<file path="src/logic/sssrq_cfg.svh">
`ifndef SSSRQ_CFG_SVH
`define SSSRQ_CFG_SVH
`define SSSRQ_SB_MEAS 0
`define SSSRQ_SB_ERR 2
`define SSSRQ_SB_QUEST 3
`define SSSRQ_SB_MSG 4
`define SSSRQ_SB_EVENT 5
`define SSSRQ_SB_MASTER 6
`define SSSRQ_SB_OPER 7
`define SSSRQ_SE_OPC 0
`define SSSRQ_SE_QUERY 2
`define SSSRQ_SE_DEVICE 3
`define SSSRQ_SE_EXEC 4
`define SSSRQ_SE_CMD 5
`define SSSRQ_SE_USER 6
`define SSSRQ_SE_POWER 7
`define SSSRQ_SRM_MASK 8'hbf
`define SSSRQ_SE_MASK 8'hfd
`define SSSRQ_RESET_BYTE 8'h00
`endif

</file>
<file path="src/logic/sssrq_pkg.sv">
package sssrq_pkg;
  typedef enum logic [6:0] {
    SSSRQ_CMD_NONE = 7'h00,
    SSSRQ_CMD_CLEAR_STATUS = 7'h01,
    SSSRQ_CMD_WRITE_SRM = 7'h02,
    SSSRQ_CMD_READ_SRM = 7'h04,
    SSSRQ_CMD_WRITE_SEE = 7'h08,
    SSSRQ_CMD_READ_SEE = 7'h10,
    SSSRQ_CMD_READ_SER = 7'h20,
    SSSRQ_CMD_READ_STB = 7'h40
  } sssrq_cmd_t;
endpackage

</file>
<file path="src/logic/sssrq_top.sv">
`timescale 1ns/1ps
`include "sssrq_cfg.svh"
module sssrq_top
  import sssrq_pkg::*;
(
  input wire logic i_clock,
  input wire logic i_reset_n,
  input wire sssrq_cmd_t i_command,
  input wire logic [7:0] i_write_data,
  input wire logic [7:0] i_std_event_set,
  input wire logic i_output_queue_read,
  input wire logic i_output_queue_has_msg,
  input wire logic i_error_queue_has_error,
  input wire logic i_measurement_summary,
  input wire logic i_questionable_summary,
  input wire logic i_operation_summary,
  output logic [7:0] o_read_data,
  output logic o_read_valid,
  output logic o_clear_event_sets,
  output logic o_clear_error_queue,
  output logic [7:0] o_status_summary_byte,
  output logic o_master_summary_bit,
  output logic o_service_request
);
  logic [7:0] service_request_mask_reg;
  logic [7:0] service_request_mask_next;
  logic [7:0] std_event_enable_reg;
  logic [7:0] std_event_enable_next;
  logic [7:0] read_data_reg;
  logic [7:0] read_data_next;
  logic read_valid_reg;
  logic read_valid_next;
  logic clear_sets_reg;
  logic clear_sets_next;
  logic [7:0] stb_reg;
  logic [7:0] stb_next;
  logic mss_reg;
  logic mss_next;
  logic srq_reg;
  logic srq_next;
  logic [7:0] std_event_value;
  logic event_summary_bit;
  logic std_event_clear;
  logic [7:0] std_event_set_all;
  logic [7:0] summary_comb;
  logic master_comb;

  function automatic logic [7:0] build_status(input logic meas, input logic err,
      input logic quest, input logic msg, input logic evt, input logic oper);
    logic [7:0] b;
    b = `SSSRQ_RESET_BYTE;
    b[`SSSRQ_SB_MEAS] = meas;
    b[`SSSRQ_SB_ERR] = err;
    b[`SSSRQ_SB_QUEST] = quest;
    b[`SSSRQ_SB_MSG] = msg;
    b[`SSSRQ_SB_EVENT] = evt;
    b[`SSSRQ_SB_OPER] = oper;
    return b;
  endfunction

  // empty-queue read raises the query error flag
  always_comb begin
    std_event_set_all = i_std_event_set & `SSSRQ_SE_MASK;
    if (i_output_queue_read && !i_output_queue_has_msg) begin
      std_event_set_all[`SSSRQ_SE_QUERY] = 1'b1;
    end
    std_event_clear = (i_command == SSSRQ_CMD_CLEAR_STATUS) ||
                      (i_command == SSSRQ_CMD_READ_SER);
  end

  sssrq_event_reg #(
    .WIDTH(8)
  ) u_std_event (
    .i_clock(i_clock),
    .i_reset_n(i_reset_n),
    .i_set(std_event_set_all),
    .i_clear(std_event_clear),
    .i_enable(std_event_enable_reg),
    .o_value(std_event_value),
    .o_summary(event_summary_bit)
  );

  // status byte follows live summaries, no latching
  always_comb begin
    summary_comb = build_status(i_measurement_summary, i_error_queue_has_error,
                                i_questionable_summary, i_output_queue_has_msg,
                                event_summary_bit, i_operation_summary);
    master_comb = |(summary_comb & service_request_mask_reg & `SSSRQ_SRM_MASK);
  end

  // command handling
  always_comb begin
    service_request_mask_next = service_request_mask_reg;
    std_event_enable_next = std_event_enable_reg;
    read_data_next = read_data_reg;
    read_valid_next = 1'b0;
    clear_sets_next = 1'b0;
    unique case (i_command)
      SSSRQ_CMD_NONE: begin
      end
      SSSRQ_CMD_CLEAR_STATUS: begin
        clear_sets_next = 1'b1;
      end
      SSSRQ_CMD_WRITE_SRM: begin
        service_request_mask_next = i_write_data;
      end
      SSSRQ_CMD_READ_SRM: begin
        read_data_next = service_request_mask_reg;
        read_valid_next = 1'b1;
      end
      SSSRQ_CMD_WRITE_SEE: begin
        std_event_enable_next = i_write_data;
      end
      SSSRQ_CMD_READ_SEE: begin
        read_data_next = std_event_enable_reg;
        read_valid_next = 1'b1;
      end
      SSSRQ_CMD_READ_SER: begin
        read_data_next = std_event_value;
        read_valid_next = 1'b1;
      end
      SSSRQ_CMD_READ_STB: begin
        read_data_next = stb_reg;
        read_valid_next = 1'b1;
      end
      default: begin
      end
    endcase
  end

  // registered status outputs, one cycle behind their sources
  always_comb begin
    stb_next = summary_comb;
    stb_next[`SSSRQ_SB_MASTER] = master_comb;
    mss_next = master_comb;
    srq_next = master_comb;
  end

  always_ff @(posedge i_clock or negedge i_reset_n) begin
    if (!i_reset_n) begin
      service_request_mask_reg <= `SSSRQ_RESET_BYTE;
      std_event_enable_reg <= `SSSRQ_RESET_BYTE;
      read_data_reg <= `SSSRQ_RESET_BYTE;
      read_valid_reg <= 1'b0;
      clear_sets_reg <= 1'b0;
      stb_reg <= `SSSRQ_RESET_BYTE;
      mss_reg <= 1'b0;
      srq_reg <= 1'b0;
    end else begin
      service_request_mask_reg <= service_request_mask_next;
      std_event_enable_reg <= std_event_enable_next;
      read_data_reg <= read_data_next;
      read_valid_reg <= read_valid_next;
      clear_sets_reg <= clear_sets_next;
      stb_reg <= stb_next;
      mss_reg <= mss_next;
      srq_reg <= srq_next;
    end
  end

  assign o_read_data = read_data_reg;
  assign o_read_valid = read_valid_reg;
  assign o_clear_event_sets = clear_sets_reg;
  assign o_clear_error_queue = clear_sets_reg;
  assign o_status_summary_byte = stb_reg;
  assign o_master_summary_bit = mss_reg;
  assign o_service_request = srq_reg;

  a_srm_readback: assert property (
    @(posedge i_clock) disable iff (!i_reset_n)
    i_command == SSSRQ_CMD_WRITE_SRM ##2 i_command == SSSRQ_CMD_READ_SRM
    |=> o_read_valid && o_read_data == $past(i_write_data, 3))
    else $error("request mask readback wrong");
  a_srm_zero: assert property (
    @(posedge i_clock) disable iff (!i_reset_n)
    i_command == SSSRQ_CMD_WRITE_SRM && i_write_data == 8'h00
    |=> service_request_mask_reg == 8'h00)
    else $error("mask zero failed");
  a_cls_keeps_mask: assert property (
    @(posedge i_clock) disable iff (!i_reset_n)
    i_command == SSSRQ_CMD_CLEAR_STATUS
    |=> $stable(service_request_mask_reg) && $stable(std_event_enable_reg)
    && o_clear_error_queue)
    else $error("clear status touched masks");
  a_master_or: assert property (
    @(posedge i_clock) disable iff (!i_reset_n)
    1'b1 |=> o_master_summary_bit == |($past(summary_comb) & $past(service_request_mask_reg)
    & 8'hbf))
    else $error("master summary wrong");
  a_srq_follows: assert property (
    @(posedge i_clock) disable iff (!i_reset_n)
    o_service_request == o_master_summary_bit
    && o_status_summary_byte[6] == o_master_summary_bit)
    else $error("request mismatch");
  a_msg_bit: assert property (
    @(posedge i_clock) disable iff (!i_reset_n)
    i_output_queue_has_msg |=> o_status_summary_byte[4])
    else $error("message bit lost");
  a_err_bit: assert property (
    @(posedge i_clock) disable iff (!i_reset_n)
    !i_error_queue_has_error |=> !o_status_summary_byte[2])
    else $error("error bit stuck");
  a_query_error: assert property (
    @(posedge i_clock) disable iff (!i_reset_n)
    i_output_queue_read && !i_output_queue_has_msg |=> std_event_value[2])
    else $error("query error not flagged");
  a_ser_read_clear: assert property (
    @(posedge i_clock) disable iff (!i_reset_n)
    i_command == SSSRQ_CMD_READ_SER && std_event_set_all == 8'h00
    |=> std_event_value == 8'h00 ##1 !o_status_summary_byte[5])
    else $error("event summary did not drop");
  a_unused_bit: assert property (
    @(posedge i_clock) disable iff (!i_reset_n)
    !o_status_summary_byte[1])
    else $error("unused status bit set");
  a_read_idle: assert property (
    @(posedge i_clock) disable iff (!i_reset_n)
    i_command == SSSRQ_CMD_NONE |=> !o_read_valid)
    else $error("read valid without a read");
  a_read_answer: assert property (
    @(posedge i_clock) disable iff (!i_reset_n)
    i_command inside {SSSRQ_CMD_READ_SRM, SSSRQ_CMD_READ_SEE, SSSRQ_CMD_READ_SER,
    SSSRQ_CMD_READ_STB} |=> o_read_valid)
    else $error("read not answered");
  a_read_hold: assert property (
    @(posedge i_clock) disable iff (!i_reset_n)
    i_command == SSSRQ_CMD_NONE |=> $stable(o_read_data))
    else $error("read data moved while idle");
  a_stb_read: assert property (
    @(posedge i_clock) disable iff (!i_reset_n)
    i_command == SSSRQ_CMD_READ_STB |=> o_read_data == $past(o_status_summary_byte))
    else $error("status byte read wrong");
  a_srm_write: assert property (
    @(posedge i_clock) disable iff (!i_reset_n)
    i_command == SSSRQ_CMD_WRITE_SRM |=> service_request_mask_reg == $past(i_write_data))
    else $error("request mask not stored");
  a_srm_hold: assert property (
    @(posedge i_clock) disable iff (!i_reset_n)
    i_command != SSSRQ_CMD_WRITE_SRM |=> $stable(service_request_mask_reg))
    else $error("request mask changed unasked");
  a_see_zero: assert property (
    @(posedge i_clock) disable iff (!i_reset_n)
    i_command == SSSRQ_CMD_WRITE_SEE && i_write_data == 8'h00
    |=> std_event_enable_reg == 8'h00)
    else $error("event enable zero failed");
  a_see_hold: assert property (
    @(posedge i_clock) disable iff (!i_reset_n)
    i_command != SSSRQ_CMD_WRITE_SEE |=> $stable(std_event_enable_reg))
    else $error("event enable changed unasked");
  a_clear_idle: assert property (
    @(posedge i_clock) disable iff (!i_reset_n)
    i_command != SSSRQ_CMD_CLEAR_STATUS |=> !o_clear_event_sets)
    else $error("clear pulse without command");
  a_esb_set: assert property (
    @(posedge i_clock) disable iff (!i_reset_n)
    (std_event_value & std_event_enable_reg) != 8'h00 |=> o_status_summary_byte[5])
    else $error("event summary not set");
  a_esb_block: assert property (
    @(posedge i_clock) disable iff (!i_reset_n)
    (std_event_value & std_event_enable_reg) == 8'h00 |=> !o_status_summary_byte[5])
    else $error("blocked event reached summary");
  a_meas_bit: assert property (
    @(posedge i_clock) disable iff (!i_reset_n)
    1'b1 |=> o_status_summary_byte[0] == $past(i_measurement_summary))
    else $error("measurement bit wrong");
  a_quest_bit: assert property (
    @(posedge i_clock) disable iff (!i_reset_n)
    1'b1 |=> o_status_summary_byte[3] == $past(i_questionable_summary))
    else $error("questionable bit wrong");
  a_oper_bit: assert property (
    @(posedge i_clock) disable iff (!i_reset_n)
    1'b1 |=> o_status_summary_byte[7] == $past(i_operation_summary))
    else $error("operation bit wrong");
  a_msg_clear: assert property (
    @(posedge i_clock) disable iff (!i_reset_n)
    !i_output_queue_has_msg |=> !o_status_summary_byte[4])
    else $error("message bit stuck");
  a_err_set: assert property (
    @(posedge i_clock) disable iff (!i_reset_n)
    i_error_queue_has_error |=> o_status_summary_byte[2])
    else $error("error bit lost");
  a_std_unused: assert property (
    @(posedge i_clock) disable iff (!i_reset_n)
    !std_event_value[1])
    else $error("unused event bit set");
  a_mask_bit6: assert property (
    @(posedge i_clock) disable iff (!i_reset_n)
    1'b1 |=> o_master_summary_bit ==
    |(o_status_summary_byte & $past(service_request_mask_reg) & 8'hbf))
    else $error("master summary disagrees with status byte");
endmodule

</file>
<file path="src/logic/sssrq_event_reg.sv">
`timescale 1ns/1ps
`include "sssrq_cfg.svh"
module sssrq_event_reg #(
  parameter int WIDTH = 8
) (
  input wire logic i_clock,
  input wire logic i_reset_n,
  input wire logic [WIDTH-1:0] i_set,
  input wire logic i_clear,
  input wire logic [WIDTH-1:0] i_enable,
  output logic [WIDTH-1:0] o_value,
  output logic o_summary
);
  logic [WIDTH-1:0] value_reg;
  logic [WIDTH-1:0] value_next;

  // new events win over a clear in the same cycle
  always_comb begin
    value_next = i_clear ? i_set : (value_reg | i_set);
  end

  always_ff @(posedge i_clock or negedge i_reset_n) begin
    if (!i_reset_n) begin
      value_reg <= '0;
    end else begin
      value_reg <= value_next;
    end
  end

  assign o_value = value_reg;
  assign o_summary = |(value_reg & i_enable);

  a_clear_zeroes: assert property (
    @(posedge i_clock) disable iff (!i_reset_n)
    i_clear && i_set == '0 |=> value_reg == '0)
    else $error("event clear failed");
  a_summary_mask: assert property (
    @(posedge i_clock) disable iff (!i_reset_n)
    (i_set & i_enable) != '0 ##1 i_enable == $past(i_enable) |-> o_summary)
    else $error("enabled event lost");
endmodule

</file>
<file path="config.mk">
export PLATFORM = sky130hd
export DESIGN_NAME = sssrq_top
export DESIGN_NICKNAME = d
export VERILOG_FILES = /design/src/logic/sssrq_pkg.sv /design/src/logic/sssrq_top.sv /design/src/logic/sssrq_event_reg.sv
export VERILOG_INCLUDE_DIRS = /design/src /design/src/logic
export SDC_FILE = /design/constraint.sdc
export NUM_CORES = 1
export LEC_CHECK = 0
export BUFFER_PORTS_ARGS = -buffer_cell sky130_fd_sc_hd__buf_2
export CAP_MARGIN = 15
export CORE_ASPECT_RATIO = 0.75
export CORE_UTILIZATION = 35
export CTS_BUF_LIST = sky130_fd_sc_hd__clkbuf_8
export CTS_CLUSTER_SIZE = 24
export DETAILED_ROUTE_END_ITERATION = 16
export PLACE_DENSITY = 0.55
export SKIP_LAST_GASP = 1
export SYNTH_ARGS = -nofsm -noshare
export SYNTH_HDL_FRONTEND = slang
export SYNTH_SLANG_ARGS = --single-unit
</file>
<file path="constraint.sdc">
create_clock -name i_clock -period 1.2 [get_ports i_clock]
set_input_delay 0.12 -clock i_clock [delete_from_list [all_inputs] [get_ports i_clock]]
set_output_delay 0.12 -clock i_clock [all_outputs]
set_load 0.01 [all_outputs]
</file>
=== After elaboration in Yosys (flattened, before gate mapping) ===
Cells that the tools add are included.

* Output and inout port bits: 21
* Input bits: 31
* Flip-flop bits (word level): 42
* Word-level logic and storage cells: 30

* Reductions and logical operators: 7
* Eq/ne operators: 7
* Bitwise operators: 3
* Mux-type cells: 5

{| class="wikitable"
|+ Operators by type and width
! cell !! count
|-
| $pmux W8 S4 || 1
|-
| $and A8 B8 Y8 || 2
|-
| $mux W8 || 1
|-
| $or A8 B8 Y8 || 1
|-
| $reduce_or A8 Y1 || 1
|-
| $eq A7 B1 Y1 const B || 1
|-
| $eq A7 B2 Y1 const B || 1
|-
| $eq A7 B3 Y1 const B || 1
|-
| $eq A7 B4 Y1 const B || 1
|-
| $eq A7 B5 Y1 const B || 1
|-
| $eq A7 B6 Y1 const B || 1
|-
| $eq A7 B7 Y1 const B || 1
|-
| $reduce_or A7 Y1 || 1
|-
| $reduce_bool A4 Y1 || 1
|-
| $reduce_or A4 Y1 || 1
|-
| $mux W1 || 3
|-
| $logic_and A1 B1 Y1 || 1
|-
| $logic_not A1 Y1 || 1
|-
| $logic_or A1 B1 Y1 || 1
|}

=== Depth between registers and ports, before layout ===
* Depth after elaboration: 5
* Mapped depth: 6
* Depth with buffers taken out: 4

=== Hierarchy ===
From an unflattened synthesis, not the netlist that was laid out.

* Cell total of the unflattened synthesis: 139
* Area total of the unflattened synthesis: 1806.7 sq um

{| class="wikitable"
|+ By module, submodules not included
! module !! cells each !! seq. area each (sq um) !! times used !! area each (sq um)
|-
| sssrq_top || 117 || 825.8 || 1 || 1505.2
|-
| sssrq_event_reg || 22 || 200.2 || 1 || 301.5
|}

=== Worst setup path before layout ===
No wires, ideal clock.

* Kind: input-to-reg
* Start point: in i_command[4]
* End point: reg read_data_reg[2], in the netlist o_read_data[2]
* Setup time: 0.121 ns
* Required time: 1.079 ns
* Arrival time: 1.247 ns
* Stages on the path: 6
* Buffers on the path: 2
* Slack: -0.167 ns
* Cells stage by stage: buf_2 nor3_4 nand4b_1 buf_4 mux2_4 a22o_1

* Longest elaborated chain between the ends: 2
* Elaborated cells between the ends (all ways): 6
* Classes of those cells: eq/ne (4); mux (1); reduce/logical (1)

{| class="wikitable"
|+ Ends and longest elaborated chain
! what !! RTL line !! source
|-
| start, declared || sssrq_top.sv:8 || <nowiki>input wire sssrq_cmd_t i_command,</nowiki>
|-
| $eq A7 B7 Y1 (tied with other cells) || sssrq_top.sv:98 || <nowiki>unique case (i_command)</nowiki>
|-
| $pmux W8 S4 / $reduce_bool A4 Y1 (equally long branches) || n/a ||
|-
| end signal, assigned || sssrq_top.sv:143 || <nowiki>read_data_reg <= `SSSRQ_RESET_BYTE;</nowiki>
|-
| end signal, assigned || sssrq_top.sv:152 || <nowiki>read_data_reg <= read_data_next;</nowiki>
|-
| end, declared || sssrq_top.sv:29 || <nowiki>logic [7:0] read_data_reg;</nowiki>
|}

Parallel ways exist; a longest one is shown, timed or not.
A chain may end at the register's enable or synchronous reset.

=== Final worst setup path ===
* Start point: reg std_event_enable_reg[7]
* End point: reg stb_reg[6], in the netlist o_status_summary_byte[6]

* Longest elaborated chain between the ends: 4

{| class="wikitable"
|+ Ends and longest elaborated chain
! what !! RTL line !! source
|-
| start, declared || sssrq_top.sv:27 || <nowiki>logic [7:0] std_event_enable_reg;</nowiki>
|-
| start signal, assigned || sssrq_top.sv:142 || <nowiki>std_event_enable_reg <= `SSSRQ_RESET_BYTE;</nowiki>
|-
| start signal, assigned || sssrq_top.sv:151 || <nowiki>std_event_enable_reg <= std_event_enable_next;</nowiki>
|-
| $and A8 B8 Y8 || sssrq_event_reg.sv:31 || <nowiki>assign o_summary = |(value_reg & i_enable);</nowiki>
|-
| $reduce_or A8 Y1 || sssrq_event_reg.sv:31 ||
|-
| net event_summary_bit || sssrq_top.sv:42 || <nowiki>logic event_summary_bit;</nowiki>
|-
| $and A8 B8 Y8 || sssrq_top.sv:88 || <nowiki>master_comb = |(summary_comb & service_request_mask_reg & `SSSRQ_SRM_MASK);</nowiki>
|-
| $reduce_or A7 Y1 || sssrq_top.sv:88 ||
|-
| net master_comb || sssrq_top.sv:46 || <nowiki>logic master_comb;</nowiki>
|-
| end signal, assigned || sssrq_top.sv:146 || <nowiki>stb_reg <= `SSSRQ_RESET_BYTE;</nowiki>
|-
| end signal, assigned || sssrq_top.sv:155 || <nowiki>stb_reg <= stb_next;</nowiki>
|-
| end, declared || sssrq_top.sv:35 || <nowiki>logic [7:0] stb_reg;</nowiki>
|}

The timed path passes the listed nets, and every way through them passes these cells.

==> flow_summary_export.csv <==
group,metric,value,unit
floorplan,chipWidth,84.99,um
detailed_routing,post-route-drc-count,0,
synthesis,synth.area.top_cells,"sky130_fd_sc_hd__dfrtp_1, sky130_fd_sc_hd__mux2_2, sky130_fd_sc_hd__mux2i_1",
detailed_routing,drt_pre_antenna_iters,4,
timing,final_max_tran_viols,0,
timing,finalWorstPathRequiredPeriod,1.237,ns
synthesis,synth_top_family_by_area,"compound AO/OA/AOI/OAI gates",
final_layout,design_area,0.002456,mm^2
hold_path,holdCritPathClass,"in -> reg",
synthesis,synth.mux.area_fraction,14.39,%
place,dp.cells,269,
place,place_ws,-0.1771,ns
synthesis,synth_commonest_cells,"sky130_fd_sc_hd__dfrtp_1, sky130_fd_sc_hd__mux2_2, sky130_fd_sc_hd__nand2_1",
outcome,run_status,"finished, violations left",
detailed_routing,wire_per_inst,16.52,um
clock_tree,cts_inserted_buffers,5,
timing,final.setup_skew,0.002561,ns
final_layout,areaGrowthSynthToFinish,35.85,%
synthesis,synth_compound_area_share,16.96,%
floorplan,cell_row_count,22,
synthesis,netlist_instances,141,
timing,maxClockFrequency,808.3,MHz
synthesis,synth_cell_types,35,
clock_tree,cts.sinks,40,
global_routing,grt_first_pass_wirelength,7852,um
synthesis,synth.most_common_cell,"sky130_fd_sc_hd__dfrtp_1",
place,dpl-instance-area,0.002292,mm^2
timing,timing.final.setup_violations,1,
final_layout,fin_cells,284,
worst_setup_path,critical_path_at,1.40,ns
final_layout,filler_cell_count,450,
timing,post-route-worst-setup-slack,-0.03714,ns
floorplan,chipHeight,64.25,um
job,max_cap_violations,0,
place,total_half_perimeter_wirelength_after_legalization_and_detailed_placement,3547,um
clock_tree,cts_tree,"done",
synthesis,netlist.top_cell.by_area,"sky130_fd_sc_hd__dfrtp_1",
worst_setup_path,critical_path_capture_point_type,"flip-flop",
clock_tree,ctsHtreeMaxLevel,2,
global_routing,initial_antenna_violation_count,0,
synthesis,synth_adder_area_share,0,%
synthesis,async_flop_share,100.0,%
hold_path,min_delay_path_depth,2,
floorplan,pin_count,52,
detailed_routing,first_iter_violations,94,
synthesis,synth_area,0.001808,mm^2
place,port_buffers,49,
clock_tree,cts.path.max_buffers,2,
power_and_ir_drop,power.static_leakage,1.209,nW
timing,rsz0062_at_grt,"true",
timing,setup-tns-final,-0.03714,ns
outcome,failed_checks,"setup timing",
detailed_routing,final_antenna_net_count,0,
clock_tree,cts_root_buf,"sky130_fd_sc_hd__clkbuf_8",
worst_setup_path,worst-endpoint-required,1.36,ns
final_layout,n_antenna_cell,0,
timing,final.hold.worst_slack,0.008666,ns
synthesis,post_synth_and_or_nand_nor_area_fraction,9.135,%
synthesis,number_of_flops_mapped_to_enable_cells_by_yosys,0,
synthesis,avgSynthCellArea,12.82,um^2
worst_setup_path,worst-r2r-cell-count,4,
synthesis,ys_seq_elements,40,
power_and_ir_drop,p_total,3.309,mW
synthesis,yosys_warnings,0,
synthesis,ys_seq_area_share,55.36,%
timing,finalHoldViolCount,0,
clock_tree,cts_resized,0,
final_layout,drive_gt1_share,46.43,%
place,routabilityCongestion,0.8405,
floorplan,core_area,0.004927,mm^2
clock_tree,cts.clk_slew.worst_paths,0.08,ns
global_routing,grt.overflow.total,0,
final_layout,fin_nets,254,
synthesis,synth_top_area_share,55.36,%
detailed_routing,vias_per_cell,5.180,
synthesis,synth-xor-area-share,0.4844,%
clock_tree,clk-insertion-delay-late,0.29,ns
global_routing,grt_util_all_layers,19.14,%
global_routing,grt_pass1_vias,1561,
worst_setup_path,critPathMaxFanout,2,
timing,fin_crit_sh,103.1,%
worst_setup_path,startpoint_class_of_the_critical_path,"flip-flop",
worst_setup_path,setup_crit_path_kind,"reg -> reg",
detailed_routing,vias,1471,
global_routing,grt_max_degree,41,
synthesis,syn_nets,172,
floorplan,fp.dieArea,0.005460,mm^2
power_and_ir_drop,max-vdd-ir-drop,0.5700,mV
final_layout,final_util,49.85,%
power_and_ir_drop,pwr_density_cell,1347,mW/mm^2
detailed_routing,drt-total-wl,4692,um
synthesis,synthFlopType,"sky130_fd_sc_hd__dfrtp_1",
floorplan,initial_utilization,36.69,%
## cells in the final DEF, fill, tap and decap left out, types with 2 or more instances in the layout
cell and n:
sky130_fd_sc_hd__buf_4 26, sky130_fd_sc_hd__inv_1 4, sky130_fd_sc_hd__nor2_1 4, sky130_fd_sc_hd__buf_2 49
sky130_fd_sc_hd__nand4b_1 2, sky130_fd_sc_hd__a22o_1 2, sky130_fd_sc_hd__dlygate4sd3_1 7, sky130_fd_sc_hd__a32oi_1 4
sky130_fd_sc_hd__nor2b_1 2, sky130_fd_sc_hd__mux2_4 2, sky130_fd_sc_hd__a222oi_1 2, sky130_fd_sc_hd__o22ai_1 7
sky130_fd_sc_hd__mux2i_1 5, sky130_fd_sc_hd__nand2b_1 2, sky130_fd_sc_hd__o21ai_0 2, sky130_fd_sc_hd__nand2_1 8
sky130_fd_sc_hd__dfrtp_1 40, sky130_fd_sc_hd__a22oi_1 5, sky130_fd_sc_hd__nand3_1 4, sky130_fd_sc_hd__o21a_1 4
sky130_fd_sc_hd__a21o_1 6, sky130_fd_sc_hd__clkbuf_8 6, sky130_fd_sc_hd__mux2_2 16
## path summary, 6_finish.rpt
check | from | endpoint | slack, ns
setup / recovery | std_event_enable_reg[7] | o_status_summary_byte[6] | -0.04
hold / removal | i_std_event_set[6] | u_std_event.o_value[6] | 0.009
setup reg to reg | std_event_enable_reg[7] | o_status_summary_byte[6] | -0.04
hold reg to reg | service_request_mask_reg[6] | service_request_mask_reg[6] | 0.51
max in group asynchronous | i_reset_n | service_request_mask_reg[1] | 0.66
min in group asynchronous | i_reset_n | o_clear_error_queue | 0.32
## where the power goes
part	switching [mW]	total, mW	internal [mW]
registers	0.144	1.67	1.53
logic	0.331	0.722	0.390
clock network	0.456	0.914	0.458
total	0.931	3.31	2.38
## logic make-up after synthesis
group	Yosys count
flops	40
xor+xnor	1
other cells	1
buf+inv	11
mux	23
compound gates	38
simple gates	27
## cell type report
type / count / area, um^2 / area share [%]
Clock buffer: 6 / 82.58 / 3.362
Clock inverter: 2 / 11.26 / 0.4585
Inverter: 3 / 11.26 / 0.4585
Multi-Input combinational cell: 90 / 744.5 / 30.31
Sequential cell: 40 / 1001 / 40.75
Tap cell: 60 / 75.07 / 3.057
Timing Repair Buffer: 83 / 530.5 / 21.60
## layer usage
metal	wire length, um	share of wire [%]	global-route usage, %	up-vias
li1	-	-	-	694
met3	307	6.5	4.780	7
met4	58	1.2	6.356	0
met2	2122	45	28.83	51
met5	0	0	0	-
met1	2203	47	26.89	719
## worst max-delay path: stages, from the launching register on
cell                       delay [ns]
sky130_fd_sc_hd__dfrtp_1         0.40
sky130_fd_sc_hd__a222oi_1        0.39
sky130_fd_sc_hd__nand3_1         0.15
sky130_fd_sc_hd__nand2_1         0.09
sky130_fd_sc_hd__nand3_1         0.07
## timing repair
action	CTS	global route
pin swaps	3	0
hold buffers	7	0
buffers inserted	0	0
hold endpoints to repair	46	0
endpoints found under the setup margin	2	2
No activity file was read; power rests on OpenSTA's default activity.
